$ cat config.mk
export PLATFORM = sky130hd
export DESIGN_NAME = ics_sequencer
export DESIGN_NICKNAME = d
export VERILOG_FILES = /design/src/ics_pkg.sv /design/src/ics_clkgen.sv /design/src/ics_sequencer.sv
export SDC_FILE = /design/constraint.sdc
export NUM_CORES = 1
export LEC_CHECK = 0
export ABC_AREA = 1
export BUFFER_PORTS_ARGS = -buffer_cell sky130_fd_sc_hd__buf_2
export CAP_MARGIN = 0
export CORE_MARGIN = 1
export CORE_UTILIZATION = 51
export DETAILED_ROUTE_END_ITERATION = 10
export HOLD_SLACK_MARGIN = 0.1
export PLACE_DENSITY = 0.79
export SETUP_SLACK_MARGIN = 0.02
export SLEW_MARGIN = 25
export SYNTH_ARGS = -nofsm -noshare
export SYNTH_HDL_FRONTEND = slang
export SYNTH_SLANG_ARGS = --single-unit
$ cat constraint.sdc
create_clock -name i_clk -period 1.93 [get_ports i_clk]
set_clock_uncertainty 0.1 [all_clocks]
set_input_delay 0.386 -clock i_clk [delete_from_list [all_inputs] [get_ports i_clk]]
set_output_delay 0.386 -clock i_clk [all_outputs]
set_load 0.05 [all_outputs]
$ cat src/ics_pkg.sv
// Purpose: constants for the instruction cycle sequencer
// Assumes: one system clock, synchronous active high reset
// Notes: phase encoding is gray along the four-phase ring
package ics_pkg;
  localparam int PC_W = 13;
  localparam int INSN_W = 14;
  localparam int DATA_AW = 9;
  localparam int DATA_W = 8;
  localparam logic [12:0] RESET_VECTOR = 13'h0000;
  localparam logic [12:0] IRQ_VECTOR = 13'h0004;
  localparam logic [12:0] PC_TOP = 13'h1FFF;
  localparam int CORE_DIV = 4;
  localparam int PLL_MULT = 4;
  localparam logic [13:0] NOP_WORD = 14'h0000;
  typedef enum logic [1:0]
  {
    ICS_PH1 = 2'h0,
    ICS_PH2 = 2'h1,
    ICS_PH3 = 2'h3,
    ICS_PH4 = 2'h2
  } ics_phase_t;
endpackage

$ cat src/ics_clkgen.sv
// Purpose: core clock select and divide-by-four phase generator
// Assumes: pll multiplies the input tick rate; direct uses each tick
// Notes: phases are a two-bit gray-coded state, never overlapping
`timescale 1ns/1ps
`default_nettype none
module ics_clkgen
  import ics_pkg::*;
(
  // system
  input wire logic i_clk,
  input wire logic i_rst,
  // configuration
  input wire logic i_use_pll,
  input wire logic i_clk_tick,
  // core clock and phases
  output logic o_core_tick,
  output ics_pkg::ics_phase_t o_phase,
  output logic o_cycle_out
);
  import ics_pkg::*;
  logic [1:0] pll_cnt;
  logic pll_tick;
  ics_phase_t phase;
  ics_phase_t next_phase;
  logic cyc;
  // pll: emits PLL_MULT core ticks per input tick, held in a counter
  assign pll_tick = i_clk_tick || (pll_cnt != 2'h0);
  assign o_core_tick = i_use_pll ? pll_tick : i_clk_tick;
  always_comb
  begin
    next_phase = phase;
    unique case (phase)
      ICS_PH1: next_phase = ICS_PH2;
      ICS_PH2: next_phase = ICS_PH3;
      ICS_PH3: next_phase = ICS_PH4;
      ICS_PH4: next_phase = ICS_PH1;
    endcase
  end
  always_ff @(posedge i_clk)
  begin
    if (i_rst)
      pll_cnt <= 2'h0;
    else if (i_use_pll && i_clk_tick)
      pll_cnt <= 2'(PLL_MULT - 1);
    else if (pll_cnt != 2'h0)
      pll_cnt <= pll_cnt - 2'h1;
  end
  // divide core clock by four into phases
  always_ff @(posedge i_clk)
  begin
    if (i_rst)
      phase <= ICS_PH1;
    else if (o_core_tick)
      phase <= next_phase;
  end
  // cycle rate output high in phases three and four
  always_ff @(posedge i_clk)
  begin
    if (i_rst)
      cyc <= 1'h0;
    else if (o_core_tick)
      cyc <= (next_phase == ICS_PH3) || (next_phase == ICS_PH4);
  end
  assign o_phase = phase;
  assign o_cycle_out = cyc;
endmodule
`default_nettype wire

$ cat src/ics_sequencer.sv
// Purpose: fetch/execute sequencer of the processor core
// Assumes: program memory answers combinationally to o_prog_addr
// Notes: execute decode beyond jumps is done outside
// Operation
// - core clock comes from pll or straight from clock input
// - core clock divided by four into four non-overlapping phases
// - program counter increments in phase one, starting a fetch
// - addressed instruction word captured during phase four
// - held instruction latched in phase one, executed phases two to four
// - operand read strobe set by the phase two tick, destination write by the phase four tick
// - fetch overlaps execute giving one instruction per cycle
// - program counter changing instructions take two cycles
// - thirteen bit counter over eight k fourteen bit words
// - addresses span lowest to top word of the space
// - reset starts at reset vector, interrupt goes to interrupt vector
// - cycle rate output pin carries core clock over four
`timescale 1ns/1ps
`default_nettype none
module ics_sequencer
  import ics_pkg::*;
#(
  parameter int PW = PC_W,
  parameter int IW = INSN_W
)
(
  // system
  input wire logic i_clk,
  input wire logic i_rst,
  // oscillator
  input wire logic i_use_pll,
  input wire logic i_clk_tick,
  input wire logic i_cycle_out_en,
  output logic o_cycle_out,
  // program memory
  output logic [PW-1:0] o_prog_addr,
  input wire logic [IW-1:0] i_prog_data,
  // execute side
  input wire logic i_jump,
  input wire logic [PW-1:0] i_jump_target,
  input wire logic i_irq,
  output logic [IW-1:0] o_insn,
  output logic o_insn_valid,
  output logic o_operand_read,
  output logic o_dest_write,
  output logic o_irq_taken,
  output logic [1:0] o_phase
);
  import ics_pkg::*;
  logic core_tick;
  ics_phase_t phase;
  logic cyc_raw;
  logic [PW-1:0] pc;
  logic [PW-1:0] next_pc;
  logic [IW-1:0] fetch_word;
  logic [IW-1:0] insn;
  logic flush;
  logic insn_valid;
  logic irq_taken;
  logic operand_rd;
  logic dest_wr;
  logic pc_inc;
  logic [IW-1:0] next_insn;
  logic next_irq_taken;
  logic next_operand_rd;
  logic next_dest_wr;
  logic ph1_tick;
  logic ph2_tick;
  logic ph4_tick;
  logic redirect;
  logic [PW-1:0] redirect_pc;

  ics_clkgen u_clkgen
  (
    .i_clk(i_clk),
    .i_rst(i_rst),
    .i_use_pll(i_use_pll),
    .i_clk_tick(i_clk_tick),
    .o_core_tick(core_tick),
    .o_phase(phase),
    .o_cycle_out(cyc_raw)
  );

  assign ph1_tick = core_tick && (phase == ICS_PH1);
  assign ph2_tick = core_tick && (phase == ICS_PH2);
  assign ph4_tick = core_tick && (phase == ICS_PH4);
  // jump or interrupt at end of execute redirects the next fetch
  assign redirect = ph4_tick && insn_valid && (i_jump || i_irq);
  assign redirect_pc = i_irq ? PW'(IRQ_VECTOR) : i_jump_target;
  // hold the counter in the cycle after reset or a redirect, so the
  // vector or target word itself is fetched and not skipped
  assign pc_inc = ph1_tick && !flush;
  assign next_insn = flush ? IW'(NOP_WORD) : fetch_word;
  assign next_irq_taken = redirect && i_irq;
  assign next_operand_rd = ph2_tick && insn_valid;
  assign next_dest_wr = ph4_tick && insn_valid;
  // counter wraps at the top word of the space
  assign next_pc = (pc == PW'(PC_TOP)) ? PW'(RESET_VECTOR)
                                       : pc + PW'(1);

  // program counter
  always_ff @(posedge i_clk)
  begin
    if (i_rst)
      pc <= PW'(RESET_VECTOR);
    else if (redirect)
      pc <= redirect_pc;
    else if (pc_inc)
      pc <= next_pc;
  end

  // fetch capture in phase four
  always_ff @(posedge i_clk)
  begin
    if (i_rst)
      fetch_word <= IW'(NOP_WORD);
    else if (ph4_tick)
      fetch_word <= i_prog_data;
  end

  // prefetched word after a redirect is squashed
  always_ff @(posedge i_clk)
  begin
    if (i_rst)
      flush <= 1'h1;
    else if (ph4_tick)
      flush <= redirect;
  end

  // instruction holding register, loaded in phase one
  always_ff @(posedge i_clk)
  begin
    if (i_rst)
      insn <= IW'(NOP_WORD);
    else if (ph1_tick)
      insn <= next_insn;
  end

  always_ff @(posedge i_clk)
  begin
    if (i_rst)
      insn_valid <= 1'h0;
    else if (ph1_tick)
      insn_valid <= !flush;
  end

  always_ff @(posedge i_clk)
  begin
    if (i_rst)
      irq_taken <= 1'h0;
    else
      irq_taken <= next_irq_taken;
  end

  // data memory strobes registered from the phase two and four ticks, high one clock later
  always_ff @(posedge i_clk)
  begin
    if (i_rst)
      operand_rd <= 1'h0;
    else
      operand_rd <= next_operand_rd;
  end

  always_ff @(posedge i_clk)
  begin
    if (i_rst)
      dest_wr <= 1'h0;
    else
      dest_wr <= next_dest_wr;
  end

  // fetch address is the counter; 13 bits reach all 8k words
  assign o_prog_addr = pc;
  assign o_insn = insn;
  assign o_insn_valid = insn_valid;
  assign o_operand_read = operand_rd;
  assign o_dest_write = dest_wr;
  assign o_irq_taken = irq_taken;
  assign o_phase = phase;
  assign o_cycle_out = i_cycle_out_en && cyc_raw;
endmodule
`default_nettype wire

==> flow_summary.html <==
<table>
<tr><th>Metric</th><th>Value</th></tr>
<tr><th colspan="2">Run status</th></tr>
<tr><td>Run status</td><td>finished, final reports clean</td></tr>
<tr><th colspan="2">Critical path</th></tr>
<tr><td>Critical path, cell by cell</td><td>inv_1, ha_2, inv_1, nand2_1, nand2_4, nand3_4, buf_4, nand2_4, nand3_1, nand2_1, inv_1</td></tr>
<tr><td>Library cell appearing most often on the critical path</td><td>inv_1</td></tr>
<tr><td>Library cell contributing the largest single delay on the critical path</td><td>dfxtp_1</td></tr>
<tr><td>Crit-path max FO</td><td>12</td></tr>
<tr><td>Path type of the worst setup path</td><td>reg2reg</td></tr>
<tr><td>Arrival time at the worst endpoint</td><td>1.90 ns</td></tr>
<tr><td>Data required time of the worst path</td><td>2.04 ns</td></tr>
<tr><td>Highest cell delay on the worst timing path</td><td>0.34 ns</td></tr>
<tr><td>Kind of start point of the critical path</td><td>flip-flop</td></tr>
<tr><td>Crit end category</td><td>flip-flop</td></tr>
<tr><th colspan="2">Detailed routing</th></tr>
<tr><td>Post-detailed-route wirelength per cell</td><td>12.34 µm</td></tr>
<tr><td>Final wirelength</td><td>5625 µm</td></tr>
<tr><td>Remaining number of nets flagged by the antenna check after routing</td><td>0</td></tr>
<tr><td>Initial DRC Count</td><td>134</td></tr>
<tr><td>DR vias/cell</td><td>5.114</td></tr>
<tr><td>Router iterations before antenna repair</td><td>4</td></tr>
<tr><td>Number of vias in the routed layout</td><td>2,332</td></tr>
<tr><td>Remaining DRCs</td><td>0</td></tr>
<tr><th colspan="2">Power and ir drop</th></tr>
<tr><td>Power density over the cells</td><td>756.0 mW/mm²</td></tr>
<tr><td>Total chip power</td><td>2.214 mW</td></tr>
<tr><td>Leakage power</td><td>1.437 nW</td></tr>
<tr><td>Max rail drop VDD</td><td>0.4626 mV</td></tr>
<tr><th colspan="2">Layout</th></tr>
<tr><td>Area grow syn2layout</td><td>25.87%</td></tr>
<tr><td>Fraction of layout cells with a size suffix above 1</td><td>26.49%</td></tr>
<tr><td>Total inserted antenna cells</td><td>0</td></tr>
<tr><td>Final net count</td><td>439</td></tr>
<tr><th colspan="2">STA</th></tr>
<tr><td>Fin worst setup slack</td><td>0.1427 ns</td></tr>
<tr><td>Number of failing hold endpoints at the final stage</td><td>0</td></tr>
<tr><td>Final-layout worst hold slack</td><td>0.2450 ns</td></tr>
<tr><td>Count of final max-slew check failures</td><td>0</td></tr>
<tr><td>Min Tclk post-route</td><td>1.787 ns</td></tr>
<tr><td>Final Setup Violations</td><td>0</td></tr>
<tr><td>Slew headroom</td><td>76.15%</td></tr>
<tr><td>Transition time at the pin with the least slew margin</td><td>0.3573 ns</td></tr>
<tr><td>Setup_tns</td><td>0 ns</td></tr>
<tr><td>Unrepaired setup endpoints after global routing</td><td>no</td></tr>
<tr><td>Highest achievable clock rate</td><td>0.5595 GHz</td></tr>
<tr><td>Final cycle utilization of the critical path</td><td>92.61%</td></tr>
<tr><th colspan="2">Floorplanning</th></tr>
<tr><td>Vert. Die Dim</td><td>69.54 µm</td></tr>
<tr><td>Total Die Area</td><td>0.004835 mm²</td></tr>
<tr><td>Number of top-level pins</td><td>68</td></tr>
<tr><td>Number of placement rows</td><td>24</td></tr>
<tr><td>Starting utilization of the core area</td><td>53.42%</td></tr>
<tr><td>Standard cell core area</td><td>0.004354 mm²</td></tr>
<tr><td>Die Span X</td><td>69.54 µm</td></tr>
<tr><th colspan="2">Synth</th></tr>
<tr><td>Proportion of synthesized chip area in sequential cells</td><td>43.89%</td></tr>
<tr><td>Synth Instances</td><td>324</td></tr>
<tr><td>Most repeated cell in the gate-level netlist after synthesis</td><td>nand2_1</td></tr>
<tr><td>Number of library cell types mapped by synthesis</td><td>27</td></tr>
<tr><td>Ranking of synthesized cells by area</td><td>dfxtp_1 44%, nand2_1 11%, inv_1 7.3%</td></tr>
<tr><td>Mapped Area</td><td>0.002326 mm²</td></tr>
<tr><td>Cell taking the most area after synthesis</td><td>dfxtp_1</td></tr>
<tr><td>Flip-flop cell with the highest count after synthesis</td><td>dfxtp_1</td></tr>
<tr><td>Mean instance size in the synthesized netlist</td><td>7.179 µm²</td></tr>
<tr><td>Most numerous cell types in the synthesized netlist</td><td>69 x nand2_1, 51 x dfxtp_1, 45 x inv_1</td></tr>
<tr><td>Ys Warns</td><td>0</td></tr>
<tr><td>Number of synthesized register bits</td><td>51</td></tr>
<tr><td>FFs w/ async S/R, synth</td><td>0%</td></tr>
<tr><td>Yosys top cell area share</td><td>43.89%</td></tr>
<tr><td>Count of flip-flops with a built-in enable after synthesis</td><td>0</td></tr>
<tr><td>Number of nets in the synthesized netlist</td><td>360</td></tr>
<tr><th colspan="2">Flow run</th></tr>
<tr><td>Count of maximum capacitance violations</td><td>0</td></tr>
<tr><th colspan="2">Clock tree</th></tr>
<tr><td>CTS Root Buffer Type</td><td>clkbuf_8</td></tr>
<tr><td>Clock latency at the later pin of the worst-skew pair</td><td>0.30 ns</td></tr>
<tr><td>Max H-tree Level</td><td>2</td></tr>
<tr><td>Total number of clock tree sinks</td><td>51</td></tr>
<tr><td>Clock buffers created by TritonCTS</td><td>5</td></tr>
<tr><td>Maximum buffer depth of the clock tree</td><td>2</td></tr>
<tr><td>Clock tree from TritonCTS</td><td>built</td></tr>
<tr><td>Clock slew at reported path FFs</td><td>0.09 ns</td></tr>
<tr><th colspan="2">GRT</th></tr>
<tr><td>Via count of the first global-routing pass</td><td>2,062</td></tr>
<tr><td>Global-route usage over all layers</td><td>22.91%</td></tr>
<tr><td>Pin count of the biggest net entering global routing</td><td>28</td></tr>
<tr><td>Total congestion overflow</td><td>0</td></tr>
<tr><td>Number of antenna violations at the first check in global routing</td><td>0</td></tr>
<tr><td>Global-route wire length before repair</td><td>8935 µm</td></tr>
<tr><th colspan="2">Placement</th></tr>
<tr><td>Count of input and output buffers</td><td>67</td></tr>
<tr><td>Pre-CTS setup slack</td><td>0.07031 ns</td></tr>
<tr><td>HPWL Detailed</td><td>3772 µm</td></tr>
<tr><td>Final weighted congestion of routability-driven global placement</td><td>0.8604</td></tr>
<tr><th colspan="2">Min path</th></tr>
<tr><td>Class of the worst hold path</td><td>in2reg</td></tr>
</table>
## flip-flops by register name, indices dropped and copies added, names as in the netlist, 2 cells and up
name and count:
fetch_word 14, o_insn 14, o_prog_addr 13, u_clkgen.o_phase 2, u_clkgen.pll_cnt 2
## final timing paths
kind                        from              end  slack [ns]  depth (start not counted)
min              i_prog_data[12]   fetch_word[12]        0.24                          3
max reg2reg  u_clkgen.pll_cnt[0]  o_prog_addr[12]        0.14                         11
max          u_clkgen.pll_cnt[0]  o_prog_addr[12]        0.14                         11
min reg2reg       fetch_word[10]   fetch_word[10]        0.36                          2
## final cells by class
class                           instances  area [µm²]
Fill cell                             391        1426
Multi-Input combinational cell        215        1109
Sequential cell                        51        1021
Timing Repair Buffer                   83       457.9
Inverter                               47       176.4
Clock buffer                            6       82.58
Tap cell                               52       65.06
Clock inverter                          2       16.27
## cell families after synthesis
| logic type | count (synthesis) | share of synthesized area [%] |
|---|---|---|
| flops | 51 | 43.89 |
| fa+ha+maj | 2 | 1.076 |
| simple gates | 128 | 24.64 |
| xor+xnor | 5 | 1.883 |
| buf+inv | 60 | 10.92 |
| compound gates | 78 | 17.59 |
## through the flow
stage | instances | cell area (µm²) | utilization [%]
finish | 456 | 2928 | 67.24
floorplan | 324 | 2326 | -
CTS | 447 | 2815 | 64.66
global placement | 439 | 2716 | 62.39
detailed placement | 439 | 2716 | 62.39
global route | 456 | 2928 | 67.24
## placed cells by master, fill, tap and decap left out, drive strengths merged, types with 3 or more instances in the layout
cell    instances
nor2           32
inv            47
nand3          18
a21oi          28
clkbuf          6
nand2          73
o21ai          37
buf            83
nand4           3
nor3            3
xnor2           3
dfxtp          51
o22ai          11
## critical path: cells and delay by family, from the launching register on
family,cells,cell delay (ns)
buf+inv,4,0.36
flops,1,0.34
fa+ha+maj,1,0.20
simple gates,6,0.70
## where the power goes
part / internal, mW / total (mW) / leakage (nW) / switching [mW]
sequential: 1.11 / 1.15 / 0.414 / 0.0396
clock: 0.293 / 0.653 / 0.0474 / 0.360
combinational: 0.138 / 0.414 / 0.976 / 0.276
total: 1.54 / 2.21 / 1.44 / 0.675
## per-layer routing
layer  up-vias  global-route usage (%)  part of all wire (%)
met5         -                       0                     0
met4         0                   11.34                   2.7
met3        16                   5.233                   6.3
met2        89                   38.08                    47
met1      1024                   27.77                    44
li1       1203                       -                     -
## what timing repair did
action | CTS | global route
hold buffers | 0 | 0
setup endpoints to repair | 0 | 36
resized for setup | 0 | 12
buffers inserted | 0 | 5
Note: power is estimated with default switching activity, not from simulation.
